[src/cbd_pkg.sv]
// cbd_pkg: constants and types of the configuration byte decoder
package cbd_pkg;
    // program memory locations of the two configuration bytes
    localparam logic [15:0] CFG_ADDR_LO = 16'h2018;
    localparam logic [15:0] CFG_ADDR_HI = 16'h201a;
    // low configuration byte fields
    localparam int LO_PWR_ALLOW = 0;
    localparam int LO_WIDTH_LO = 1;
    localparam int LO_WRS = 2;
    localparam int LO_ALE = 3;
    localparam int LO_WAIT_B0 = 4;
    localparam int LO_WAIT_B1 = 5;
    localparam int LO_PROT_LO = 6;
    localparam int LO_PROT_HI = 7;
    // high configuration byte fields
    localparam int HI_RSV0 = 0;
    localparam int HI_WAIT_B2 = 1;
    localparam int HI_WIDTH_HI = 2;
    localparam int HI_WDT_FORCE = 3;
    localparam int HI_RSV4 = 4;
    localparam int HI_RSV5 = 5;
    localparam int HI_MS0 = 6;
    localparam int HI_MS1 = 7;
    localparam logic HI_RSV0_VAL = 1'b0;
    localparam logic [1:0] HI_RSV54_VAL = 2'b01;
    // register byte offsets
    localparam logic [7:0] REG_CFG_LO = 8'h00;
    localparam logic [7:0] REG_CFG_HI = 8'h04;
    localparam logic [7:0] REG_CTRL = 8'h08;
    localparam logic [7:0] REG_STAT = 8'h0c;
    localparam int CTRL_WDT_EN = 0;
    localparam int CTRL_PWR_REQ = 1;
    localparam logic [1:0] CTRL_RST = 2'h0;
    localparam int STAT_DONE = 0;
    localparam int STAT_UNSUP = 1;
    localparam int STAT_WBAD = 2;
    localparam int STAT_WDT = 3;
    localparam int STAT_PWR = 4;
    localparam logic [1:0] RESP_OKAY = 2'h0;
    localparam logic [1:0] RESP_SLVERR = 2'h2;
    // bus timing in core clock ticks; one tick is half an oscillator period
    localparam logic [5:0] OSC_TICKS = 6'h02;
    localparam logic [5:0] STATE_TICKS = 6'h04;
    localparam logic [5:0] HALF_OSC = 6'h01;
    localparam logic [2:0] MAX_WAITS = 3'h4;
    typedef enum logic [1:0] {
        MODE0 = 2'h0,
        MODE1 = 2'h1,
        MODE2 = 2'h2,
        MODE3 = 2'h3
    } cbd_tmode_e;
    typedef enum logic [3:0] {
        ST_FLO = 4'h1,
        ST_FHI = 4'h2,
        ST_IDLE = 4'h4,
        ST_CYC = 4'h8
    } cbd_state_e;
    typedef struct packed {
        logic pwr_allow;
        logic wr_single;
        logic ale_mode;
        logic [2:0] wait_lim;
        logic [1:0] prot;
        logic [1:0] width;
        cbd_tmode_e tmode;
        logic wdt_force;
        logic unsup;
    } cbd_cfg_s;
endpackage : cbd_pkg

[src/cbd_top.sv]
// cbd_top: configuration byte fetch, decode and external bus cycle engine
// Notes on behaviour
// fetch both bytes after reset, then run
// select single write strobe or split strobes
// strobe pin is latch pulse or valid
// wait field caps inserted wait states
// low ready extends cycle up to cap
// protection field blocks reads and/or writes
// width field forces 8, 16 or pin
// far side drives width pin per cycle
// mode 0 always adds one wait state
// mode 1 advances strobes, pulse stays
// mode 2 also advances the address
// watchdog forced on when bit clear
// powerdown request needs allow bit set
// reserved bits hold their fixed values
//
// The AXI4-Lite register port and the address map were left to the implementer.
`timescale 1ns/1ps
`default_nettype none
module cbd_top
    import cbd_pkg::*;
#(
    parameter int ADDR_W = 16
)(
    // clock and reset
    input wire logic core_clk,
    input wire logic arst_n,
    // axi4-lite register slave
    input wire logic [7:0] s_axi_awaddr,
    input wire logic s_axi_awvalid,
    output logic s_axi_awready,
    input wire logic [31:0] s_axi_wdata,
    input wire logic [3:0] s_axi_wstrb,
    input wire logic s_axi_wvalid,
    output logic s_axi_wready,
    output logic [1:0] s_axi_bresp,
    output logic s_axi_bvalid,
    input wire logic s_axi_bready,
    input wire logic [7:0] s_axi_araddr,
    input wire logic s_axi_arvalid,
    output logic s_axi_arready,
    output logic [31:0] s_axi_rdata,
    output logic [1:0] s_axi_rresp,
    output logic s_axi_rvalid,
    input wire logic s_axi_rready,
    // configuration byte fetch from program memory
    output logic cfg_rd_req,
    output logic [ADDR_W-1:0] cfg_rd_addr,
    input wire logic cfg_rd_ack,
    input wire logic [7:0] cfg_rd_data,
    output logic cpu_run,
    // core request port
    input wire logic req_valid,
    output logic req_ready,
    input wire logic req_write,
    input wire logic [ADDR_W-1:0] req_addr,
    input wire logic [1:0] req_be,
    input wire logic [15:0] req_wdata,
    output logic rsp_valid,
    output logic [15:0] rsp_rdata,
    // external multiplexed bus
    output logic [15:0] ad_o,
    output logic ad_oe,
    input wire logic [15:0] ad_i,
    output logic addr_strobe_pin,
    output logic rd_n,
    output logic wr_lo_pin_n,
    output logic hi_pin_n,
    input wire logic ready_i,
    input wire logic width_pin_i,
    // system controls
    output logic wdt_enable,
    output logic powerdown_go,
    output logic prot_read_block,
    output logic prot_write_block
);
    initial
    begin
        if (ADDR_W != 16)
            $error("cbd_top: ADDR_W must be 16");
    end

    cbd_state_e st_r;
    logic [7:0] cfg_lo_r, cfg_hi_r;
    cbd_cfg_s cfg;
    logic [1:0] ctrl_r;
    logic [5:0] tk_r, str_end_r;
    logic [2:0] wcnt_r, lim_eff;
    logic wide_r, wr_r, split_r, hi_pass_r, dec_tick;
    logic [1:0] be_r;
    logic [15:0] addr_r, wdata_r;
    logic [5:0] a_start, ale_start, str_start;
    logic ale_win, str_win, adr_win, last_tick;

    // field decode of the fetched bytes
    always_comb
    begin
        cfg.pwr_allow = cfg_lo_r[LO_PWR_ALLOW];
        cfg.wr_single = cfg_lo_r[LO_WRS];
        cfg.ale_mode = cfg_lo_r[LO_ALE];
        cfg.wait_lim = {cfg_hi_r[HI_WAIT_B2], cfg_lo_r[LO_WAIT_B1], cfg_lo_r[LO_WAIT_B0]};
        cfg.prot = {cfg_lo_r[LO_PROT_HI], cfg_lo_r[LO_PROT_LO]};
        cfg.width = {cfg_hi_r[HI_WIDTH_HI], cfg_lo_r[LO_WIDTH_LO]};
        cfg.tmode = cbd_tmode_e'({cfg_hi_r[HI_MS1], cfg_hi_r[HI_MS0]});
        cfg.wdt_force = cfg_hi_r[HI_WDT_FORCE];
        // reserved values
        cfg.unsup = (cfg_hi_r[HI_RSV0] != HI_RSV0_VAL)
            || ({cfg_hi_r[HI_RSV5], cfg_hi_r[HI_RSV4]} != HI_RSV54_VAL)
            || (cfg.width == 2'b00);
    end

    // wait cap; R9 mode 0 auto wait on top
    always_comb
    begin
        unique case (cfg.wait_lim)
            3'b000: lim_eff = 3'h0;
            3'b100: lim_eff = 3'h1;
            3'b101: lim_eff = 3'h2;
            3'b110, 3'b111: lim_eff = 3'h3;
            default: lim_eff = 3'h0;
        endcase
        if (cfg.tmode == MODE0)
            lim_eff = lim_eff + 3'h1;
    end

    // per-mode placement of address and strobes
    always_comb
    begin
        a_start = (cfg.tmode == MODE2) ? 6'h00 : HALF_OSC;
        ale_start = (cfg.tmode == MODE1 || cfg.tmode == MODE2) ? 6'h00 : HALF_OSC;
        str_start = (cfg.tmode == MODE1 || cfg.tmode == MODE2)
            ? STATE_TICKS - OSC_TICKS : STATE_TICKS;
    end

    assign dec_tick = (st_r == ST_CYC) && (tk_r == str_end_r - 6'h01);
    assign last_tick = (st_r == ST_CYC) && (tk_r == str_end_r);
    assign ale_win = (st_r == ST_CYC) && (tk_r >= ale_start)
        && (tk_r < ale_start + OSC_TICKS);
    assign adr_win = (st_r == ST_CYC) && (tk_r >= a_start) && (tk_r < str_start);
    assign str_win = (st_r == ST_CYC) && (tk_r >= str_start) && (tk_r < str_end_r);

    // fetch sequence and cycle control
    always_ff @(posedge core_clk or negedge arst_n)
    begin
        if (!arst_n)
        begin
            st_r <= ST_FLO;
            cfg_lo_r <= 8'h00;
            cfg_hi_r <= 8'h00;
        end
        else
        begin
            unique case (st_r)
                ST_FLO:
                    if (cfg_rd_ack)
                    begin
                        cfg_lo_r <= cfg_rd_data;
                        st_r <= ST_FHI;
                    end
                ST_FHI:
                    if (cfg_rd_ack)
                    begin
                        cfg_hi_r <= cfg_rd_data;
                        st_r <= ST_IDLE;
                    end
                ST_IDLE:
                    if (req_valid)
                        st_r <= ST_CYC;
                ST_CYC:
                    if (last_tick && !split_r)
                        st_r <= ST_IDLE;
            endcase
        end
    end

    assign cfg_rd_req = (st_r == ST_FLO) || (st_r == ST_FHI);
    assign cfg_rd_addr = (st_r == ST_FHI) ? CFG_ADDR_HI : CFG_ADDR_LO;
    assign cpu_run = !cfg_rd_req;
    assign req_ready = (st_r == ST_IDLE);

    // bus cycle tick counter, wait states and byte passes
    always_ff @(posedge core_clk or negedge arst_n)
    begin
        if (!arst_n)
        begin
            tk_r <= 6'h00;
            str_end_r <= 6'h00;
            wcnt_r <= 3'h0;
            wide_r <= 1'b0;
            wr_r <= 1'b0;
            be_r <= 2'h0;
            split_r <= 1'b0;
            hi_pass_r <= 1'b0;
            addr_r <= 16'h0000;
            wdata_r <= 16'h0000;
        end
        else if (st_r == ST_IDLE && req_valid)
        begin
            tk_r <= 6'h00;
            str_end_r <= str_start + STATE_TICKS;
            wcnt_r <= 3'h0;
            wr_r <= req_write;
            be_r <= req_be;
            addr_r <= req_addr;
            wdata_r <= req_wdata;
            // width from field or pin; R8 pin held by far side
            wide_r <= cfg.width[1] && (!cfg.width[0] || width_pin_i);
            split_r <= !(cfg.width[1] && (!cfg.width[0] || width_pin_i))
                && (req_be == 2'b11);
            hi_pass_r <= !(cfg.width[1] && (!cfg.width[0] || width_pin_i))
                && (req_be == 2'b10);
        end
        else if (st_r == ST_CYC)
        begin
            tk_r <= tk_r + 6'h01;
            // first wait automatic in mode 0, rest on low ready
            if (dec_tick && wcnt_r < lim_eff
                && ((cfg.tmode == MODE0 && wcnt_r == 3'h0) || !ready_i))
            begin
                str_end_r <= str_end_r + STATE_TICKS;
                wcnt_r <= wcnt_r + 3'h1;
            end
            if (last_tick && split_r)
            begin
                split_r <= 1'b0;
                hi_pass_r <= 1'b1;
                tk_r <= 6'h00;
                str_end_r <= str_start + STATE_TICKS;
                wcnt_r <= 3'h0;
            end
        end
    end

    // read data capture, one byte lane per narrow pass
    always_ff @(posedge core_clk or negedge arst_n)
    begin
        if (!arst_n)
        begin
            rsp_rdata <= 16'h0000;
            rsp_valid <= 1'b0;
        end
        else
        begin
            rsp_valid <= last_tick && !split_r;
            if (last_tick && !wr_r)
            begin
                if (wide_r)
                    rsp_rdata <= ad_i;
                else if (hi_pass_r)
                    rsp_rdata[15:8] <= ad_i[7:0];
                else
                    rsp_rdata[7:0] <= ad_i[7:0];
            end
        end
    end

    // pins; narrow passes carry the odd byte on the low lane
    always_ff @(posedge core_clk or negedge arst_n)
    begin
        if (!arst_n)
        begin
            ad_o <= 16'h0000;
            ad_oe <= 1'b0;
            addr_strobe_pin <= 1'b0;
            rd_n <= 1'b1;
            wr_lo_pin_n <= 1'b1;
            hi_pin_n <= 1'b1;
        end
        else
        begin
            ad_oe <= adr_win || (str_win && wr_r);
            if (adr_win)
                ad_o <= hi_pass_r ? (addr_r | 16'h0001) : addr_r;
            else if (wide_r)
                ad_o <= wdata_r;
            else
                ad_o <= {8'h00, hi_pass_r ? wdata_r[15:8] : wdata_r[7:0]};
            // latch pulse, or valid low until the cycle ends
            if (cfg.ale_mode)
                addr_strobe_pin <= ale_win;
            else
                addr_strobe_pin <= !((st_r == ST_CYC) && tk_r >= ale_start
                    && !last_tick);
            rd_n <= !(str_win && !wr_r);
            // single strobe plus byte enable, or split strobes
            if (cfg.wr_single)
            begin
                wr_lo_pin_n <= !(str_win && wr_r);
                hi_pin_n <= !((st_r == ST_CYC) && !last_tick
                    && (wide_r ? be_r[1] : hi_pass_r));
            end
            else
            begin
                wr_lo_pin_n <= !(str_win && wr_r && (wide_r ? be_r[0] : !hi_pass_r));
                hi_pin_n <= !(str_win && wr_r && (wide_r ? be_r[1] : hi_pass_r));
            end
        end
    end

    // axi4-lite slave; write taken only with address and data both present
    logic aw_hit, ar_ok;
    assign s_axi_awready = s_axi_awvalid && s_axi_wvalid && !s_axi_bvalid;
    assign s_axi_wready = s_axi_awready;
    assign s_axi_arready = !s_axi_rvalid;
    assign aw_hit = s_axi_awaddr == REG_CTRL;
    assign ar_ok = s_axi_araddr == REG_CFG_LO || s_axi_araddr == REG_CFG_HI
        || s_axi_araddr == REG_CTRL || s_axi_araddr == REG_STAT;

    always_ff @(posedge core_clk or negedge arst_n)
    begin
        if (!arst_n)
        begin
            s_axi_bvalid <= 1'b0;
            s_axi_bresp <= RESP_OKAY;
            ctrl_r <= CTRL_RST;
        end
        else
        begin
            if (s_axi_awready)
            begin
                s_axi_bvalid <= 1'b1;
                s_axi_bresp <= aw_hit ? RESP_OKAY : RESP_SLVERR;
                if (aw_hit && s_axi_wstrb[0])
                    ctrl_r <= s_axi_wdata[1:0];
            end
            else if (s_axi_bready)
                s_axi_bvalid <= 1'b0;
        end
    end

    always_ff @(posedge core_clk or negedge arst_n)
    begin
        if (!arst_n)
        begin
            s_axi_rvalid <= 1'b0;
            s_axi_rdata <= 32'h0000_0000;
            s_axi_rresp <= RESP_OKAY;
        end
        else if (s_axi_arvalid && s_axi_arready)
        begin
            s_axi_rvalid <= 1'b1;
            s_axi_rresp <= ar_ok ? RESP_OKAY : RESP_SLVERR;
            s_axi_rdata <= 32'h0000_0000;
            unique case (s_axi_araddr)
                REG_CFG_LO: s_axi_rdata[7:0] <= cfg_lo_r;
                REG_CFG_HI: s_axi_rdata[7:0] <= cfg_hi_r;
                REG_CTRL: s_axi_rdata[1:0] <= ctrl_r;
                REG_STAT: s_axi_rdata[4:0] <= {powerdown_go, wdt_enable,
                    cfg.width == 2'b00, cfg.unsup, cpu_run};
                default: s_axi_rdata <= 32'h0000_0000;
            endcase
        end
        else if (s_axi_rready)
            s_axi_rvalid <= 1'b0;
    end

    // watchdog cannot be switched off when the bit is clear
    assign wdt_enable = cpu_run && (!cfg.wdt_force || ctrl_r[CTRL_WDT_EN]);
    // powerdown only when allowed
    assign powerdown_go = cpu_run && cfg.pwr_allow && ctrl_r[CTRL_PWR_REQ];
    // protection codes, protected until the bytes are in
    assign prot_read_block = !cpu_run || cfg.prot == 2'b00 || cfg.prot == 2'b01;
    assign prot_write_block = !cpu_run || cfg.prot == 2'b00 || cfg.prot == 2'b10;

    property p_fetch_lo;
        @(posedge core_clk) disable iff (!arst_n)
        st_r == ST_FLO |-> cfg_rd_req && cfg_rd_addr == CFG_ADDR_LO && !req_ready;
    endproperty
    a_fetch_lo: assert property (p_fetch_lo) else $error("fetch order wrong");
    property p_single_wr;
        @(posedge core_clk) disable iff (!arst_n)
        cfg.wr_single && str_win && wr_r |=> !wr_lo_pin_n;
    endproperty
    a_single_wr: assert property (p_single_wr) else $error("write strobe missing");
    property p_adv_end;
        @(posedge core_clk) disable iff (!arst_n)
        !cfg.ale_mode && last_tick |=> addr_strobe_pin;
    endproperty
    a_adv_end: assert property (p_adv_end) else $error("valid not released");
    property p_wait_cap;
        @(posedge core_clk) disable iff (!arst_n)
        st_r == ST_CYC |-> wcnt_r <= lim_eff && wcnt_r <= MAX_WAITS;
    endproperty
    a_wait_cap: assert property (p_wait_cap) else $error("too many waits");
    property p_ready_go;
        @(posedge core_clk) disable iff (!arst_n)
        dec_tick && ready_i && !(cfg.tmode == MODE0 && wcnt_r == 3'h0) |=> last_tick;
    endproperty
    a_ready_go: assert property (p_ready_go) else $error("cycle not ended");
    property p_prot_all;
        @(posedge core_clk) disable iff (!arst_n)
        cfg.prot == 2'b00 |-> prot_read_block && prot_write_block;
    endproperty
    a_prot_all: assert property (p_prot_all) else $error("protection off");
    property p_width8;
        @(posedge core_clk) disable iff (!arst_n)
        st_r == ST_IDLE && req_valid && cfg.width == 2'b01 |=> !wide_r;
    endproperty
    a_width8: assert property (p_width8) else $error("wide cycle in 8-bit");
    property p_mode0_wait;
        @(posedge core_clk) disable iff (!arst_n)
        cfg.tmode == MODE0 && last_tick |-> wcnt_r >= 3'h1;
    endproperty
    a_mode0_wait: assert property (p_mode0_wait) else $error("no auto wait");
    property p_ale_width;
        @(posedge core_clk) disable iff (!arst_n)
        cfg.ale_mode && $rose(addr_strobe_pin) |=> addr_strobe_pin ##1 !addr_strobe_pin;
    endproperty
    a_ale_width: assert property (p_ale_width) else $error("pulse width wrong");
    property p_wdt_pd;
        @(posedge core_clk) disable iff (!arst_n)
        cpu_run |-> (cfg.wdt_force || wdt_enable) && (cfg.pwr_allow || !powerdown_go);
    endproperty
    a_wdt_pd: assert property (p_wdt_pd) else $error("watchdog or powerdown");
endmodule : cbd_top
`default_nettype wire

[config.mk]
export PLATFORM = sky130hd
export DESIGN_NAME = cbd_top
export DESIGN_NICKNAME = d
export VERILOG_FILES = /design/src/cbd_pkg.sv /design/src/cbd_top.sv
export SDC_FILE = /design/constraint.sdc
export NUM_CORES = 1
export LEC_CHECK = 0
export ABC_AREA = 0
export ABC_CLOCK_PERIOD_IN_PS = 2400
export BUFFER_PORTS_ARGS = -buffer_cell sky130_fd_sc_hd__clkbuf_2
export CELL_PAD_IN_SITES_DETAIL_PLACEMENT = 1
export CELL_PAD_IN_SITES_GLOBAL_PLACEMENT = 2
export CORE_AREA = 2 2 155 157
export CTS_BUF_LIST = sky130_fd_sc_hd__clkbuf_4 sky130_fd_sc_hd__clkbuf_8
export CTS_CLUSTER_DIAMETER = 100
export DETAILED_ROUTE_END_ITERATION = 8
export DIE_AREA = 0 0 157 159
export HOLD_SLACK_MARGIN = 0.08
export PLACE_DENSITY = 0.88
export SYNTH_ARGS = -nofsm -noshare
export SYNTH_HDL_FRONTEND = slang
export SYNTH_SLANG_ARGS = --single-unit
export TNS_END_PERCENT = 20
[constraint.sdc]
create_clock -name core_clk -period 2.4 [get_ports core_clk]
set_clock_uncertainty 0.05 [all_clocks]
set_input_delay 0.36 -clock core_clk [delete_from_list [all_inputs] [get_ports core_clk]]
set_output_delay 0.36 -clock core_clk [all_outputs]
set_load 0.03 [all_outputs]
-- Word-level counts from Yosys, hierarchy flattened
Cells that the tools add are included.
- add/sub/neg operators: 7
- reductions and logical operators: 83
- multiplexer cells: 49
- magnitude comparators: 7
- eq/ne operators: 26
- operators with widths (cell ; number):
    16-bit two-way mux ; 3
    6-bit two-way mux ; 7
    1-bit logical AND ; 32
    8-bit by 4-bit equality test with 1-bit output, second input constant ; 3
    8-bit two-way mux ; 3
    1-bit two-way mux ; 18
    3-bit two-way mux ; 6
    1-bit logical NOT ; 17
    4-bit two-way mux ; 4
    4-bit one-hot mux with 4 select lines ; 1
    1-bit logical OR ; 14
    2-bit AND reduction ; 7
    3-bit equality test, second input constant ; 4
    6-bit equality test ; 2
    6-bit by 1-bit greater-or-equal comparator with 1-bit output ; 2
    6-bit by 3-bit < comparator with 1-bit output ; 2
    2-bit inequality test, second input constant ; 5
    2-bit nonzero test ; 5
    3-bit one-hot mux with 3 select lines ; 1
    2-bit equality test, second input constant ; 4
    8-bit by 3-bit equality test with 1-bit output, second input constant ; 1
    8-bit logical NOT ; 1
    2-bit one-hot mux with 4 select lines ; 1
    3-bit by 1-bit adder with 3-bit output, second input constant ; 2
    22 further kinds ; 27
- word-level logic and storage cells: 200
- bits in registers: 127
- output and inout port bits: 102
- input port bits: 122

-- Longest topological paths before layout
Gate-level depths: netlist of the first run.
- word-level depth: 12
- mapped depth: 10
- depth with buffers taken out: 10

-- Worst setup path after synthesis of the first run
Ideal clock, no wire load.
- kind: reg-to-reg
- start point: reg st_r[0]
- end point: reg cfg_hi_r[0]
- setup time: 0.125 ns
- arrival: 2.561 ns
- cell stages (with the launch flop): 5
- required time: 2.225 ns
- path slack: -0.335 ns
- buffers on the path: 1
- period minus slack after synthesis: 2.735 ns
- cell sequence: dfstp_2 buf_2 nor4b_1 nand2_1 mux2_2
- cells in the longest elaborated chain, start to end: 2
- ends and longest elaborated chain (item ; RTL line ; text):
    start, declared ; cbd_top.sv:84 ; cbd_state_e st_r;
    start signal, assigned ; cbd_top.sv:148 ; st_r <= ST_FLO;
    start signal, assigned ; cbd_top.sv:159 ; st_r <= ST_FHI;
    start signal, assigned ; cbd_top.sv:165 ; st_r <= ST_IDLE;
    4-bit by 2-bit equality test with 1-bit output ; cbd_top.sv:154 ; unique case (st_r)
    2-bit AND reduction (no line) ; -- ;
    end signal, assigned ; cbd_top.sv:164 ; cfg_hi_r <= cfg_rd_data;
    end, declared ; cbd_top.sv:85 ; logic [7:0] cfg_lo_r, cfg_hi_r;
Every way passes these cells.
A chain may end at the register's enable or synchronous reset.

-- Worst setup path in the final report of the first run
- start point: reg cfg_lo_r[4]
- end point: reg str_end_r[5]
- cells in the longest elaborated chain, start to end: 10
- elaborated cells between the ends (all ways): 13
- classes of those cells: add/sub: 1; order compare: 1; eq/ne: 4; mux: 2; reduce/logical: 5
- ends and longest elaborated chain (item ; RTL line ; text):
    start, declared ; cbd_top.sv:85 ;
    start signal, assigned ; cbd_top.sv:158 ; cfg_lo_r <= cfg_rd_data;
    3-bit equality test ; cbd_top.sv:116 ; unique case (cfg.wait_lim)
    2-bit OR reduction ; cbd_top.sv:116 ;
    2-bit one-hot mux with 3 select lines * ; cbd_top.sv:116 ;
    3-bit by 1-bit adder with 3-bit output ; cbd_top.sv:124 ; lim_eff = lim_eff + 3'h1;
    3-bit two-way mux * ; cbd_top.sv:123 ; if (cfg.tmode == MODE0)
    3-bit < comparator * ; cbd_top.sv:218 ; if (dec_tick && wcnt_r < lim_eff
    1-bit logical AND * ; cbd_top.sv:218 ;
    1-bit logical AND * ; cbd_top.sv:219 ; && ((cfg.tmode == MODE0 && wcnt_r == 3'h0) || !ready_i))
    3-bit nonzero test (no line) * ; -- ;
    2-bit AND reduction (no line) * ; -- ;
    end signal, assigned ; cbd_top.sv:201 ; str_end_r <= str_start + STATE_TICKS;
    end signal, assigned ; cbd_top.sv:221 ; str_end_r <= str_end_r + STATE_TICKS;
    end signal, assigned ; cbd_top.sv:229 ; str_end_r <= str_start + STATE_TICKS;
    end, declared ; cbd_top.sv:88 ; logic [5:0] tk_r, str_end_r;
Every way passes the cells marked *; elsewhere a longest branch is shown, timed or not.

==> results of run 1 <==
==> worst register-to-register path: stages, from the launching register on <==
cell	delay, ns
dfrtp_1	0.43
nand2b_4	0.09
and2_4	0.16
ha_4	0.12
nand2_2	0.06
ha_4	0.16
nor4_4	0.27
nand4_1	0.22
nor3_4	0.38
nand4_1	0.16
mux2i_1	0.15
==> synthesized netlist by cell type, drive strengths merged (8+ instances only) <==
library cell	n
nand2	166
dfrtp	120
buf	54
o21ai	39
mux2	29
nor2	28
inv	26
a21oi	21
ha	21
mux2i	21
clkbuf	9
nand3	8
==> logic make-up after synthesis <==
kind of cell / Yosys count / synth area share
compound gates: 97 / 0.09712
other cells: 2 / 0.001212
simple gates: 242 / 0.1732
flops: 124 / 0.5015
fa+ha+maj: 21 / 0.04240
mux: 51 / 0.09025
xor+xnor: 9 / 0.01272
buf+inv: 89 / 0.08157
==> power breakdown <==
group | switching, W | leakage [nW] | internal, W | total, W
Clock | 0.000913 | 0.231 | 0.00118 | 0.00210
Combinational | 0.00189 | 2.35 | 0.00123 | 0.00312
Sequential | 0.000401 | 1.55 | 0.00264 | 0.00304
==> sequential cells by signal, summed over array words and instances, names as in the netlist, 2 cells and up <==
| name | flops |
|---|---|
| cfg_hi_r | 8 |
| ctrl_r | 2 |
| s_axi_rdata | 8 |
| ad_o | 16 |
| st_r | 4 |
| cfg_lo_r | 8 |
| wdata_r | 16 |
| addr_r | 16 |
| tk_r | 6 |
| be_r | 2 |
| rsp_rdata | 16 |
| wcnt_r | 3 |
| str_end_r | 5 |
==> through the flow <==
stage | total power [W] | instance area [µm²] | std cells | hold WS, ns
floorplan | 0.005023 | 6350 | 674 | 0.01441
global placement | 0.005844 | 7315 | 1104 | 0.3371
detailed placement | 0.005974 | 7315 | 1104 | 0.3345
CTS | 0.008234 | 8250 | 1177 | 0.08608
global route | 0.008836 | 8307 | 1180 | 0.09712
finish | 0.008264 | 8307 | 1180 | 0.1129
==> area by class of cell <==
| cell class | instances | area, µm² |
|---|---|---|
| Inverter | 26 | 97.59 |
| Multi-Input combinational cell | 461 | 2843 |
| Tap cell | 319 | 399.1 |
| Fill cell | 2703 | 14890 |
| Clock buffer | 18 | 247.7 |
| Sequential cell | 124 | 3109 |
| Timing Repair Buffer | 218 | 1404 |
| Clock inverter | 14 | 206.4 |
==> metal layers <==
| layer | global-route usage | wire length (µm) | vias to the layer above |
|---|---|---|---|
| li1 | - | - | 2480 |
| met1 | 0.1717 | 7587 | 2539 |
| met2 | 0.2472 | 8812 | 143 |
| met3 | 0.03321 | 854 | 19 |
| met4 | 0.04295 | 292 | 0 |
| met5 | 0 | 0 | - |
==> timing repair <==
item                                    4_1_cts  5_1_grt
cloned                                        0        0
endpoints found under the setup margin        8       36
endpoints found under the hold margin        73        0
gates resized for setup                      18        6
setup buffers                                 1        3
hold buffers                                 40        0
pin swaps                                    11        1
==> path summary, 6_finish.rpt <==
check                             from           end  slack, ns  depth (start not counted)
max                        cfg_lo_r[4]  str_end_r[5]       0.02                         10
min                          req_be[1]       be_r[1]       0.11                          3
min in group asynchronous       arst_n   cfg_hi_r[3]       0.40                          2
min reg2reg                 wdata_r[0]    wdata_r[0]       0.42                          2
max in group asynchronous       arst_n          rd_n       1.19                          3
max reg2reg                cfg_lo_r[4]  str_end_r[5]       0.02                         10
==> flow_summary_export.csv, run 1 <==
group,metric,value,unit
timing,relSlewSlack,0.6351,
cts,cts_tree,"done",
worst_setup_path,critPathTopFamily,"simple AND/OR/NAND/NOR gates",
global_route,grt_usage,0.1415,
worst_setup_path,path_buf_inv,0,
placement,routabilityCongestion,0.8012,
cts,cts_buffers,17,
detailed_routing,dr.first_iter.drc_count,215,
worst_setup_path,path_max_fanout,6,
cts,clk_latency,0.44,ns
placement,numPortBuffers,149,
synthesis,avgSynthCellArea,9.759,µm²
timing,grt_setup_unrepaired,"true",
timing,finalCritPeriodShare,0.9920,
synthesis,synthFlopType,"dfrtp_1",
die,fp.dieW,157,µm
synthesis,synth_edf_count,0,
synthesis,yosysTopAreaCellShare,0.4846,
global_route,grt_pass1_wl,27.95,mm
worst_setup_path,path_cells,"nand2b_4 -> and2_4 -> ha_4 -> nand2_2 -> ha_4 -> nor4_4 -> nand4_1 -> nor3_4 -> nand4_1 -> mux2i_1",
placement,dp_hpwl,12.46,mm
detailed_routing,detail-route-antenna-nets,0,
worst_hold_path,hold_path.class,"in2reg",
synthesis,synth_cells,635,
die,dieArea,24960,µm²
layout,nets,991,
die,start_util,0.2672,
global_route,grt_pass1_vias,5412,
global_route,antenna_found_initial,0,
detailed_routing,dr.pass1.iters,4,
synthesis,synthArstFlopShare,1.000,
die,rows,56,
cts,path_clk_slew,0.08,ns
synthesis,synth_seq_area_share,0.5015,
run,max-cap-violations,0,
detailed_routing,vias,5181,
worst_setup_path,critPathRequiredTime,2.67,ns
power,vdd_drop_max,373.1,µV
status,outcome,"finished, final reports clean",
timing,drv_slew,0,
layout,layout_common_cells,"nand2_1, clkbuf_2, dfrtp_1",
global_route,gr-total-overflow,0,
timing,final.setup.worst_slack,0.01916,ns
synthesis,synth_area,6197,µm²
cts,root_buffer,"clkbuf_8",
placement,preCtsSetupSlack,-0.2161,ns
worst_setup_path,worst_setup_path_start_kind,"register",
synthesis,yosysTopAreaCell,"dfrtp_1",
timing,max_clock_freq,0.4200,GHz
synthesis,ys_ff_latch,124,
synthesis,synth_cell_types,58,
timing,finalHoldViolCount,0,
worst_setup_path,cp.arrival,2.65,ns
cts,cts_num_sinks,124,
synthesis,synth.top_cells.by_area,"dfrtp_1, nand2_1, mux2_2, buf_4, ha_1",
layout,final_core_util,0.3582,
worst_setup_path,endpoint_kind,"register",
detailed_routing,wire_per_inst,14.87,µm
detailed_routing,drc,0,
layout,antenna_cells,0,
layout,drive_above_1_share,0.3159,
timing,tightest_slew,0.5473,ns
die,core,23190,µm²
global_route,grt_start_max_net_pins,50,
power,cellPowerDensity,994.9,nW/µm²
die,die_h,159,µm
timing,setup_tns,0,ns
layout,final_common_cell,"nand2_1",
worst_setup_path,cp_slowest_cell,"dfrtp_1",
worst_setup_path,max_stage_delay,0.43,ns
timing,setup_violations,0,
worst_setup_path,crit_type,"reg2reg",
layout,area_growth,34.04,%
detailed_routing,wl,17.55,mm
timing,fin_crit,2.381,ns
die,pin_count,224,
power,power_leakage,4.131,nW
detailed_routing,viasPerCell,4.391,
synthesis,ys.warnings.count,0,
cts,htree_levels,4,
cts,max-clock-path-buffers,2,
Power figures use the tool's default switching activity.
==> run 2, diff against run 1 <==
--- a/config.mk
+++ b/config.mk
@@ -6,17 +6,17 @@
 export NUM_CORES = 1
 export LEC_CHECK = 0
 export ABC_AREA = 0
-export ABC_CLOCK_PERIOD_IN_PS = 2400
+export ABC_CLOCK_PERIOD_IN_PS = 2800
 export BUFFER_PORTS_ARGS = -buffer_cell sky130_fd_sc_hd__clkbuf_2
 export CELL_PAD_IN_SITES_DETAIL_PLACEMENT = 1
 export CELL_PAD_IN_SITES_GLOBAL_PLACEMENT = 2
-export CORE_AREA = 2 2 155 157
+export CORE_AREA = 2 2 141 143
 export CTS_BUF_LIST = sky130_fd_sc_hd__clkbuf_4 sky130_fd_sc_hd__clkbuf_8
 export CTS_CLUSTER_DIAMETER = 100
 export DETAILED_ROUTE_END_ITERATION = 8
-export DIE_AREA = 0 0 157 159
+export DIE_AREA = 0 0 143 145
 export HOLD_SLACK_MARGIN = 0.08
-export PLACE_DENSITY = 0.88
+export PLACE_DENSITY = 0.95
 export SYNTH_ARGS = -nofsm -noshare
 export SYNTH_HDL_FRONTEND = slang
 export SYNTH_SLANG_ARGS = --single-unit
==> constraint.sdc (replaced) <==
create_clock -name core_clk -period 2.8 [get_ports core_clk]
set_clock_uncertainty 0.05 [all_clocks]
set_input_delay 0.42 -clock core_clk [delete_from_list [all_inputs] [get_ports core_clk]]
set_output_delay 0.42 -clock core_clk [all_outputs]
set_load 0.03 [all_outputs]
==> flow_summary_export.csv, run 2 (same netlist as run 1, synthesis figures left out) <==
group,metric,value,unit
detailed_routing,viasPerCell,4.565,
cts,clk_latency,0.44,ns
worst_hold_path,hp-start,"s_axi_bready",
timing,setup_tns,0,ns
worst_hold_path,worstHoldPathCells,2,
worst_hold_path,whs_endpoint,"s_axi_bvalid",
die,dieArea,20740,µm²
die,start_util,0.3227,
worst_setup_path,reg2reg_depth,10,
timing,hold_ws,0.1134,ns
detailed_routing,detail-route-antenna-nets,0,
global_route,grt_pass1_vias,5264,
worst_setup_path,r2r_end,"str_end_r[3]",
detailed_routing,vias,4894,
die,core,19210,µm²
placement,preCtsSetupSlack,0.1134,ns
global_route,gr-total-overflow,0,
worst_setup_path,rrSetupSlack,0.27,ns
detailed_routing,wl,16.16,mm
worst_setup_path,cp_slowest_cell,"dfrtp_1",
layout,nets,938,
status,outcome,"finished, final reports clean",
worst_setup_path,crit_type,"reg2reg",
placement,numPortBuffers,149,
worst_setup_path,r2r_start,"cfg_lo_r[5]",
cts,root_buffer,"clkbuf_8",
detailed_routing,dr.first_iter.drc_count,178,
timing,relSlewSlack,0.5888,
timing,drv_slew,0,
global_route,antenna_found_initial,0,
worst_setup_path,max_stage_delay,0.41,ns
cts,cts_num_sinks,124,
timing,max_clock_freq,0.3946,GHz
power,vdd_drop_max,277.2,µV
die,pin_count,224,
detailed_routing,drc,0,
global_route,grt_pass1_wl,26.59,mm
placement,dp_hpwl,12.07,mm
timing,setup_violations,0,
layout,drive_above_1_share,0.2962,
global_route,grt_usage,0.1616,
worst_setup_path,worst_setup_path_start_kind,"register",
detailed_routing,dr.pass1.iters,4,
cts,max-clock-path-buffers,2,
worst_setup_path,path_max_fanout,7,
power,power,0.006565,W
detailed_routing,wire_per_inst,15.07,µm
worst_setup_path,critPathRequiredTime,3.06,ns
timing,fin_crit,2.534,ns
worst_setup_path,path_cells,"nand2b_1 -> and2_1 -> ha_1 -> mux2i_1 -> ha_1 -> a2111oi_1 -> a211oi_1 -> nor3_4 -> mux2i_1 -> a21oi_1",
timing,finalCritPeriodShare,0.9050,
timing,grt_setup_unrepaired,"false",
layout,layout_common_cells,"nand2_1, clkbuf_2, dfrtp_1",
worst_setup_path,cp.arrival,2.79,ns
global_route,grt_start_max_net_pins,59,
worst_setup_path,endpoint_kind,"register",
worst_hold_path,hold_path.class,"in2reg",
cts,path_clk_slew,0.07,ns
power,cellPowerDensity,869.5,nW/µm²
layout,final_common_cell,"nand2_1",
power,power_leakage,3.846,nW
die,fp.dieW,143,µm
timing,final.setup.worst_slack,0.2660,ns
layout,antenna_cells,0,
layout,fillCellCount,2268,
cts,htree_levels,4,
layout,area_growth,21.83,%
die,rows,51,
cts,cts_tree,"done",
cts,cts_buffers,17,
placement,routabilityCongestion,0.7864,
timing,finalHoldViolCount,0,
die,die_h,145,µm
run,max-cap-violations,0,
timing,tightest_slew,0.6168,ns
## run 2: changes by cell type in the layout (fill, tap and decap cells not counted), moves of 3 or more
cell	change
ha_1	+4
clkinv_4	-3
clkinvlp_4	+3
buf_4	-12
dlygate4sd3_1	-39
ha_4	-3
inv_6	-3
## run 2: through the flow
stage | std cells | cell area (µm²) | util
after CTS | 1070 | 7533 | 0.3922
final | 1072 | 7550 | 0.3931
after floorplan | 674 | 6344 | -
after global placement | 1038 | 7126 | 0.3710
after detailed placement | 1038 | 7126 | 0.3710
after global routing | 1072 | 7550 | 0.3931
## run 2: layout make-up
type                       instances  area (µm²)  share of cell area
inverter                          26       97.59             0.01293
multi-input combinational        461        2731              0.3618
clock buffer                      21       282.8             0.03745
tap                              265       331.6             0.04392
sequential                       124        3108              0.4117
timing repair buffer             165       883.3              0.1170
clock inverter                    10       115.1             0.01525
## run 2: worst max path at each step
stage / to / from / depth (start not counted)
2_1_floorplan: cfg_hi_r[0] / st_r[0] / 4
3_3_place_gp: str_end_r[5] / cfg_lo_r[5] / 10
3_5_place_dp: str_end_r[5] / cfg_lo_r[5] / 10
4_1_cts: str_end_r[5] / cfg_lo_r[5] / 10
5_1_grt: str_end_r[3] / cfg_lo_r[5] / 10
6_report: str_end_r[3] / cfg_lo_r[5] / 10
## run 2: critical path, delay by kind of cell, from the launching register on
kind | cells | cell delay [ns]
AO/OA/AOI/OAI | 3 | 0.54
adder cells (fa/ha/maj) | 2 | 0.47
flip-flops | 1 | 0.41
multiplexers | 2 | 0.28
AND/OR/NAND/NOR | 3 | 0.64
## run 2: what timing repair did
item,4_1_cts,5_1_grt
buffers inserted,0,2
gates resized for setup,0,1
endpoints found under the setup margin,0,7
endpoints found under the hold margin,44,0
hold buffers,1,0
## run 2: layer usage
| layer | vias to the layer above | global-route usage | part of all wire | routed length, µm |
|---|---|---|---|---|
| met5 | - | 0 | 0 | 0 |
| met3 | 22 | 0.03597 | 0.043 | 690 |
| met1 | 2371 | 0.1966 | 0.43 | 6959 |
| met2 | 128 | 0.2789 | 0.51 | 8171 |
| met4 | 0 | 0.05644 | 0.021 | 335 |
| li1 | 2373 | - | - | - |
## run 2: power breakdown
part | leakage, nW | switching, W | internal [W]
Combinational | 2.10 | 0.00146 | 0.000882
Sequential | 1.55 | 0.000371 | 0.00226
Clock | 0.197 | 0.000724 | 0.000865
Total | 3.85 | 0.00255 | 0.00401
